--- config.mk ---
export PLATFORM = sky130hd
export DESIGN_NAME = i2c_start_ctrl
export DESIGN_NICKNAME = d
export VERILOG_FILES = /design/src/verilog/i2c_start_pkg.sv /design/src/verilog/i2c_addr_filter.sv /design/src/verilog/i2c_start_ctrl.sv
export SDC_FILE = /design/constraint.sdc
export NUM_CORES = 1
export LEC_CHECK = 0
export BUFFER_PORTS_ARGS = -buffer_cell sky130_fd_sc_hd__buf_2
export CORE_ASPECT_RATIO = 0.6
export CORE_MARGIN = 2
export CORE_UTILIZATION = 51
export CTS_CLUSTER_DIAMETER = 120
export DETAILED_ROUTE_END_ITERATION = 10
export PLACE_DENSITY = 0.88
export SETUP_SLACK_MARGIN = 0.02
export SYNTH_ARGS = -nofsm -noshare
export SYNTH_HDL_FRONTEND = slang
export SYNTH_SLANG_ARGS = --single-unit
--- constraint.sdc ---
create_clock -name clk -period 2.9 [get_ports clk]
set_input_delay 0.145 -clock clk [delete_from_list [all_inputs] [get_ports clk]]
set_output_delay 0.145 -clock clk [all_outputs]
set_load 0.02 [all_outputs]
--- src/verilog/i2c_start_pkg.sv ---
// Shared constants, states and carrier structs for the start-control block
package i2c_start_pkg;

   // Wait figures in prescaled clocks, and their cycle counts
   localparam int WAIT_STD_CLKS      = 26;
   localparam int WAIT_STD_LOW_CLKS  = 47;
   localparam int WAIT_FAST_CLKS     = 16;
   localparam int WAIT_EXT_CLKS      = 10;
   localparam int FAIL_BASE_CLKS     = 6;
   localparam int FAIL_STEP_CLKS     = 3;
   localparam int FAIL_NOPRE_CLKS    = 3;
   localparam int CNT_W              = 8;

   // Extension code upper nibbles
   localparam logic [3:0] EXT_LOW_NIB  = 4'h0;
   localparam logic [3:0] EXT_HIGH_NIB = 4'hF;

   // Reset values
   localparam logic RST_BUSY      = 1'b0;
   localparam logic RST_MASTER    = 1'b0;

   typedef enum logic [2:0]
   {
      ST_IDLE     = 3'b000,
      ST_DECIDE   = 3'b001,
      ST_RESERVED = 3'b010,
      ST_MASTER   = 3'b011,
      ST_WAIT     = 3'b100
   } start_state_type;

   // Software control bits
   typedef struct packed
   {
      logic       unit_enable;
      logic       start_request;
      logic       stop_request;
      logic       wait_release;
      logic       leave_bus;
      logic       stop_irq_enable;
      logic       reservation_disable;
      logic       start_without_stop_enable;
      logic       fast_mode_select;
      logic       clock_select_high;
      logic       clock_select_low;
      logic       clock_extension_bit;
      logic       prescaler_enable;
      logic [1:0] prescaler_select;
   } ctrl_type;

   // Bus-side events from the shift and condition logic
   typedef struct packed
   {
      logic       start_seen;
      logic       stop_seen;
      logic       addr_done;
      logic [6:0] addr;
      logic       arb_lost;
      logic       data_write;
   } bus_event_type;

   // Status returned to software
   typedef struct packed
   {
      logic master_state_flag;
      logic start_detected_flag;
      logic start_failure_flag;
      logic bus_busy_flag;
      logic extension_code_flag;
      logic waiting;
   } status_type;

endpackage
--- src/verilog/i2c_addr_filter.sv ---
// Wakeup address filter: match on local address or extension code
`timescale 1ns/1ps
module i2c_addr_filter
   import i2c_start_pkg::*;
(
   // Clock and reset
   input  wire logic       clk,
   input  wire logic       rst,
   // Address in
   input  wire logic       addr_done,
   input  wire logic [6:0] addr,
   input  wire logic [6:0] local_addr,
   // Results
   output logic            wake_pulse,
   output logic            ext_code
);

   logic wake_r;
   logic wake_nxt;
   logic ext_r;
   logic ext_nxt;

   function automatic logic is_ext(input logic [6:0] a);
      is_ext = (a[6:3] == EXT_LOW_NIB) || (a[6:3] == EXT_HIGH_NIB);
   endfunction

   always_comb
   begin
      wake_nxt = addr_done && (is_ext(addr) || addr == local_addr);
      ext_nxt  = addr_done && is_ext(addr);
   end

   always_ff @(posedge clk)
   begin
      if (rst)
      begin
         wake_r <= 1'b0;
         ext_r  <= 1'b0;
      end
      else
      begin
         wake_r <= wake_nxt;
         ext_r  <= ext_nxt;
      end
   end

   assign wake_pulse = wake_r;
   assign ext_code   = ext_r;

endmodule

--- src/verilog/i2c_start_ctrl.sv ---
// Start control: wakeup, reservation, start rejection and enable handling
`timescale 1ns/1ps
// What this block does
// Slave irq only on address match or extension
// Start detection enters wakeup standby through address
// Stop irq governed only by stop enable
// Reserved start waits for stop, then starts
// Data write after stop starts address transfer
// Start request chooses immediate start or reservation
// Software waits before reading master state flag
// Reservation accepted between start detect and stop
// Reservation disabled: busy start request rejected
// Arbitration loss or leave-bus frees device
// Start failure flag reports rejection after wait
// Stop-less start disabled: busy at enable while both lines high
// Master before stop: clock, enable, stop
// Stop-less start enabled: free at enable
// Enable only while both lines high
// Change clock only while disabled
// Request bits cleared before being set again
// Reserved transfer released by data write
// Master state flag valid without stop irq
// Nibble 0000 or 1111 marks extension code
// Wait release, data write or master request
module i2c_start_ctrl
   import i2c_start_pkg::*;
#(
   parameter int ADDR_W = 7
)
(
   // Clock and reset
   input  wire logic                       clk,
   input  wire logic                       rst,
   // Software side
   input  wire i2c_start_pkg::ctrl_type    ctrl,
   input  wire logic [ADDR_W-1:0]          local_addr,
   // Bus events, already on clk
   input  wire i2c_start_pkg::bus_event_type bus_ev,
   // Bus pins
   input  wire logic                       serial_clock_line,
   input  wire logic                       serial_data_line,
   // Outputs
   output i2c_start_pkg::status_type       status,
   output logic                            i2c_event_irq,
   output logic                            gen_start,
   output logic                            addr_xfer_start
);
   import i2c_start_pkg::*;

   // Filter compares 7 bits only; wider addresses are refused
   if (ADDR_W != 7)
   begin : g_width_check
      $error("Only 7-bit addresses are served");
   end

   // Pin synchronisers
   logic [1:0] scl_sync_r;
   logic [1:0] sda_sync_r;
   logic       lines_high;

   // Request edge detection
   logic start_req_d_r;
   logic stop_req_d_r;
   logic en_d_r;
   logic start_rise;
   logic stop_rise;
   logic en_rise;

   // Main state
   start_state_type state_r;
   start_state_type state_nxt;
   logic            busy_r;
   logic            busy_nxt;
   logic            master_r;
   logic            master_nxt;
   logic            std_r;
   logic            std_nxt;
   logic            fail_r;
   logic            fail_nxt;
   logic            exc_r;
   logic            exc_nxt;
   logic            standby_r;
   logic            standby_nxt;
   logic            irq_r;
   logic            irq_nxt;
   logic            gen_r;
   logic            gen_nxt;
   logic            xfer_r;
   logic            xfer_nxt;
   logic [CNT_W-1:0] cnt_r;
   logic [CNT_W-1:0] cnt_nxt;
   logic [CNT_W-1:0] decide_len;
   logic            wake_pulse;
   logic            ext_code;
   logic            release_ev;
   logic            waiting_r;
   logic            waiting_nxt;

   i2c_addr_filter u_filter
   (
      .clk        (clk),
      .rst        (rst),
      .addr_done  (bus_ev.addr_done && standby_r),
      .addr       (bus_ev.addr),
      .local_addr (local_addr),
      .wake_pulse (wake_pulse),
      .ext_code   (ext_code)
   );

   always_ff @(posedge clk)
   begin
      if (rst)
      begin
         scl_sync_r    <= 2'h0;
         sda_sync_r    <= 2'h0;
         start_req_d_r <= 1'b0;
         stop_req_d_r  <= 1'b0;
         en_d_r        <= 1'b0;
      end
      else
      begin
         scl_sync_r    <= {scl_sync_r[0], serial_clock_line};
         sda_sync_r    <= {sda_sync_r[0], serial_data_line};
         start_req_d_r <= ctrl.start_request;
         stop_req_d_r  <= ctrl.stop_request;
         en_d_r        <= ctrl.unit_enable;
      end
   end

   // Enable edge is only honoured while both lines idle high
   assign lines_high = scl_sync_r[1] && sda_sync_r[1];
   // Rising edges only; re-setting an already set bit is ignored
   assign start_rise = ctrl.start_request && !start_req_d_r;
   assign stop_rise  = ctrl.stop_request && !stop_req_d_r;
   assign en_rise    = ctrl.unit_enable && !en_d_r && lines_high;

   // Decision delay mirrors the documented software wait
   always_comb
   begin
      decide_len = CNT_W'(FAIL_NOPRE_CLKS);
      if (ctrl.prescaler_enable)
         decide_len = CNT_W'(FAIL_BASE_CLKS
                      + FAIL_STEP_CLKS * int'(ctrl.prescaler_select));
      else if (!ctrl.reservation_disable)
      begin
         if (ctrl.clock_extension_bit)
            decide_len = CNT_W'(WAIT_EXT_CLKS);
         else if (ctrl.fast_mode_select)
            decide_len = CNT_W'(WAIT_FAST_CLKS);
         else if (ctrl.clock_select_low || ctrl.clock_select_high)
            decide_len = CNT_W'(WAIT_STD_LOW_CLKS);
         else
            decide_len = CNT_W'(WAIT_STD_CLKS);
      end
   end

   // Wait release sources; request bits release only as master
   assign release_ev = ctrl.wait_release || bus_ev.data_write
                       || (master_r && (start_rise || stop_rise));

   always_comb
   begin
      state_nxt   = state_r;
      busy_nxt    = busy_r;
      master_nxt  = master_r;
      std_nxt     = std_r;
      fail_nxt    = fail_r;
      exc_nxt     = exc_r;
      standby_nxt = standby_r;
      irq_nxt     = 1'b0;
      gen_nxt     = 1'b0;
      xfer_nxt    = 1'b0;
      cnt_nxt     = cnt_r;

      if (!ctrl.unit_enable)
      begin
         state_nxt   = ST_IDLE;
         master_nxt  = 1'b0;
         std_nxt     = 1'b0;
         fail_nxt    = 1'b0;
         exc_nxt     = 1'b0;
         standby_nxt = 1'b0;
         busy_nxt    = RST_BUSY;
      end
      else
      begin
         if (en_rise)
            busy_nxt = !ctrl.start_without_stop_enable;
         if (bus_ev.start_seen)
         begin
            busy_nxt    = 1'b1;
            std_nxt     = 1'b1;
            standby_nxt = 1'b1;
         end
         if (bus_ev.addr_done)
            standby_nxt = 1'b0;
         if (wake_pulse)
            irq_nxt = 1'b1;
         if (ext_code)
            exc_nxt = 1'b1;
         if (bus_ev.stop_seen)
         begin
            busy_nxt = 1'b0;
            std_nxt  = 1'b0;
            exc_nxt  = 1'b0;
            if (ctrl.stop_irq_enable)
               irq_nxt = 1'b1;
         end
         if (bus_ev.arb_lost || ctrl.leave_bus)
            master_nxt = 1'b0;

         unique case (state_r)
            ST_IDLE:
            begin
               if (start_rise)
               begin
                  state_nxt = ST_DECIDE;
                  cnt_nxt   = decide_len;
                  fail_nxt  = 1'b0;
               end
               else if (stop_rise)
                  busy_nxt = 1'b0;
            end
            ST_DECIDE:
            begin
               if (cnt_r > CNT_W'(1))
                  cnt_nxt = cnt_r - CNT_W'(1);
               else if (!busy_r)
               begin
                  state_nxt  = ST_WAIT;
                  master_nxt = 1'b1;
                  gen_nxt    = 1'b1;
                  busy_nxt   = 1'b1;
               end
               else if (ctrl.reservation_disable)
               begin
                  state_nxt = ST_IDLE;
                  fail_nxt  = 1'b1;
               end
               else if (std_r)
                  state_nxt = ST_RESERVED;
               else
                  state_nxt = ST_RESERVED;
            end
            ST_RESERVED:
            begin
               if (bus_ev.stop_seen)
               begin
                  state_nxt  = ST_WAIT;
                  master_nxt = 1'b1;
                  gen_nxt    = 1'b1;
                  busy_nxt   = 1'b1;
               end
               else if (bus_ev.arb_lost)
                  state_nxt = ST_IDLE;
            end
            ST_WAIT:
            begin
               if (release_ev)
               begin
                  state_nxt = ST_MASTER;
                  xfer_nxt  = bus_ev.data_write;
               end
            end
            ST_MASTER:
            begin
               if (!master_r || bus_ev.stop_seen)
                  state_nxt = ST_IDLE;
               else if (stop_rise)
                  state_nxt = ST_IDLE;
            end
            default:
               state_nxt = ST_IDLE;
         endcase
      end
      // Registered so the status output comes from a flip-flop
      waiting_nxt = (state_nxt == ST_WAIT);
   end

   always_ff @(posedge clk)
   begin
      if (rst)
      begin
         state_r   <= ST_IDLE;
         busy_r    <= RST_BUSY;
         master_r  <= RST_MASTER;
         std_r     <= 1'b0;
         fail_r    <= 1'b0;
         exc_r     <= 1'b0;
         standby_r <= 1'b0;
         irq_r     <= 1'b0;
         gen_r     <= 1'b0;
         xfer_r    <= 1'b0;
         cnt_r     <= '0;
         waiting_r <= 1'b0;
      end
      else
      begin
         state_r   <= state_nxt;
         busy_r    <= busy_nxt;
         master_r  <= master_nxt;
         std_r     <= std_nxt;
         fail_r    <= fail_nxt;
         exc_r     <= exc_nxt;
         standby_r <= standby_nxt;
         irq_r     <= irq_nxt;
         gen_r     <= gen_nxt;
         xfer_r    <= xfer_nxt;
         cnt_r     <= cnt_nxt;
         waiting_r <= waiting_nxt;
      end
   end

   always_comb
   begin
      status.master_state_flag   = master_r;
      status.start_detected_flag = std_r;
      status.start_failure_flag  = fail_r;
      status.bus_busy_flag       = busy_r;
      status.extension_code_flag = exc_r;
      status.waiting             = waiting_r;
   end

   assign i2c_event_irq   = irq_r;
   assign gen_start       = gen_r;
   assign addr_xfer_start = xfer_r;

endmodule

==> impl_metrics.csv <==
group,metric,value,unit
min_path,hold_end,"standby_r",
layout,drive_gt1_frac,0.270,
worst_setup_path,path_max_fanout,6,
worst_setup_path,end_kind,"flop",
sta,hold_viol_final,0,
worst_setup_path,crit_arrival,2.41,ns
power,internal-power,0.694,mW
layout,antennaDiodeCount,0,
layout,regArea,601,um2
route,first_iter_violations,156,
clock_network,cts_sinks,30,
power,p_sw_frac,0.273,
synthesis,synth_area_leader_cell,"dfxtp_1",
synthesis,synth_fp_nets,237,
die,die_y,47.8,um
synthesis,synth_edf_count,0,
placement,dpl_cell_area,1840,um2
sta,min_period_over_period,0.765,
clock_network,cts_root_buf,"clkbuf_8",
sta,fmax,451,MHz
route,first_pass_iters,4,
synthesis,synth-main-ff-cell,"dfxtp_1",
route,vias,1580,
worst_setup_path,r2r-end,"cnt_r[2]",
grt,grt_util_all_layers,0.227,
worst_setup_path,reg2regPathDepth,4,
die,start_util,0.550,
layout,final_core_util,0.653,
layout,fillers,276,
die,core-area,2970,um2
placement,dp_hpwl,2970,um
power,p_leak,0.831,nW
grt,antenna_found_initial,0,
die,die_area,3680,um2
synthesis,synth_cells,195,
route,final_antenna_net_count,0,
power,seqPwrFrac,0.466,
layout,synthToLayoutAreaGrowth,18.6,%
job,maxCapViolCount,0,
sta,worst_slew_pin_slew,0.634,ns
clock_network,htreeDepth,2,
sta,fin_tns_setup,0,ns
grt,grt_pass1_vias,1383,
worst_setup_path,crit_chain,"or4_1, o31ai_1, a21oi_1, a221oi_1",
synthesis,yosys_register_bits,30,
sta,whs,0.0545,ns
power,clkPwrFrac,0.355,
worst_setup_path,cpPeakStageDelay,0.65,ns
power,fin_total_pwr,0.954,mW
layout,multi_input_area,916,um2
clock_network,cts_tree,"built",
grt,grt_overflow,0,
clock_network,hold_buffers,0,
layout,postLayoutCellArea,1940,um2
synthesis,syn-cell-area,1630,um2
layout,fin_nets,278,
synthesis,synth_seq_area_share,0.368,
worst_setup_path,regToRegSetupSlack,0.68,ns
min_path,min_from,"bus_ev[9]",
outcome,status,"finished clean",
placement,gp_congestion,0.956,
grt,grt_max_degree,14,
route,avgRoutedWirePerCell,13.8,um
sta,setup_viol,0,
worst_setup_path,start_kind,"flop",
route,drc_errors,0,
layout,final_common_cell,"buf_2",
synthesis,ys_warn_count,0,
route,wl,3850,um
die,ios,47,
clock_network,clk_path_buf_depth,2,
synthesis,yosys-top-cells-area,"dfxtp_1, a21oi_1, nor2_1",
clock_network,postCtsResizedCells,0,
sta,rsz0062_at_grt,"no",
clock_network,numCtsBuffers,5,
worst_setup_path,rr_startpoint,"cnt_r[2]",
grt,grt_pass1_wl,6200,um
route,via_per_inst,5.66,
clock_network,cts_setup_buffers,0,
synthesis,synth_cell_types,49,
die,rows,15,
sta,period_minus_slack,2.22,ns
min_path,worstHoldPathCells,2,
placement,portBuffers,46,
clock_network,clk_latency,0.28,ns
power,p_sw,0.260,mW
power,ir_drop,0.372,mV
clock_network,cts.clk_slew.worst_paths,0.07,ns
worst_setup_path,path_class,"flop to flop",
sta,timing.slew.headroom,0.576,
die,die_x,77.0,um
sta,slew_viol_final,0,
synthesis,synth_top_area_share,0.368,
power,p_comb_frac,0.179,
synthesis,syn_avg_cell_area,8.37,um2
min_path,min_path_type,"primary input to flop",
sta,fin_skew,0.00845,ns
worst_setup_path,critPathRequiredTime,3.09,ns
synthesis,async_reset_ff_frac,0,
worst_setup_path,cp_slowest_cell,"or4_1",
layout,layout_common_cells,"buf_2, dfxtp_1, nor2_1",
power,pwr_density_cell,493,nW/um2
==> synth_stat cells (6+ instances only) <==
cell type	n
a21oi_1	14
nand2_1	12
nor3_1	9
o21ai_0	6
xor2_1	6
nor2b_1	8
inv_1	12
buf_4	6
nor2_1	18
nand2b_1	6
dfxtp_1	30
==> routing by layer <==
metal | track usage | vias to the layer above | share of wire
met3 | 0.0887 | 6 | 0.11
met2 | 0.347 | 85 | 0.41
met1 | 0.293 | 702 | 0.47
met5 | 0 | - | 0
li1 | - | 787 | -
met4 | 0.100 | 0 | 0.011
==> critical path: cells and delay by family, from the launching register on <==
kind             cells  cell delay [ns]
flip-flops           1             0.34
AND/OR/NAND/NOR      1             0.65
AO/OA/AOI/OAI        3             1.14
==> flip-flops by register name, summed over array words and instances (netlist names), 2 cells and up <==
signal and cells:
cnt_r 8, scl_sync_r 2, sda_sync_r 2, state_r 3
==> how the worst max path moves through the flow <==
stage	startpoint	endpoint	slack, ns
after global routing	cnt_r[2]	cnt_r[2]	0.56
after global placement	cnt_r[2]	cnt_r[2]	0.83
after CTS	cnt_r[2]	cnt_r[2]	0.72
final	cnt_r[2]	cnt_r[2]	0.68
after floorplan	state_r[1]	cnt_r[5]	0.90
after detailed placement	cnt_r[2]	cnt_r[2]	0.76
==> area by class of cell <==
| type | count | area share |
|---|---|---|
| Multi-Input combinational cell | 141 | 0.473 |
| Sequential cell | 30 | 0.310 |
| Timing Repair Buffer | 46 | 0.119 |
| Clock buffer | 7 | 0.0446 |
| Tap cell | 42 | 0.0271 |
| Inverter | 12 | 0.0233 |
| Clock inverter | 1 | 0.00259 |
==> cell families (layout without fill, tap and decap cells) <==
kind of cell / after synthesis / in the layout / synth area share
buffers and inverters: 24 / 66 / 0.0705
AOI/OAI and AO/OA: 50 / 50 / 0.214
DFF: 30 / 30 / 0.368
xor gates and xnor gates: 7 / 7 / 0.0376
muxes: 2 / 2 / 0.0123
adders and majority gates: 4 / 4 / 0.0307
and+or+nand+nor: 78 / 78 / 0.267
==> power by group through the flow <==
| stage | Clock (mW) | Combinational, mW | Sequential [mW] |
|---|---|---|---|
| after floorplan | 0 | 0.114 | 0.447 |
| after global placement | 0 | 0.164 | 0.452 |
| after detailed placement | 0 | 0.167 | 0.453 |
| after CTS | 0.344 | 0.169 | 0.444 |
| after global routing | 0.363 | 0.189 | 0.447 |
| final | 0.339 | 0.171 | 0.444 |
==> through the flow <==
step	setup WS (ns)	cells
after detailed placement	0.758	271
after global routing	0.563	279
after floorplan	0.896	195
final	0.681	279
after global placement	0.826	271
after CTS	0.723	279
Note: power is estimated with default switching activity, not from simulation.
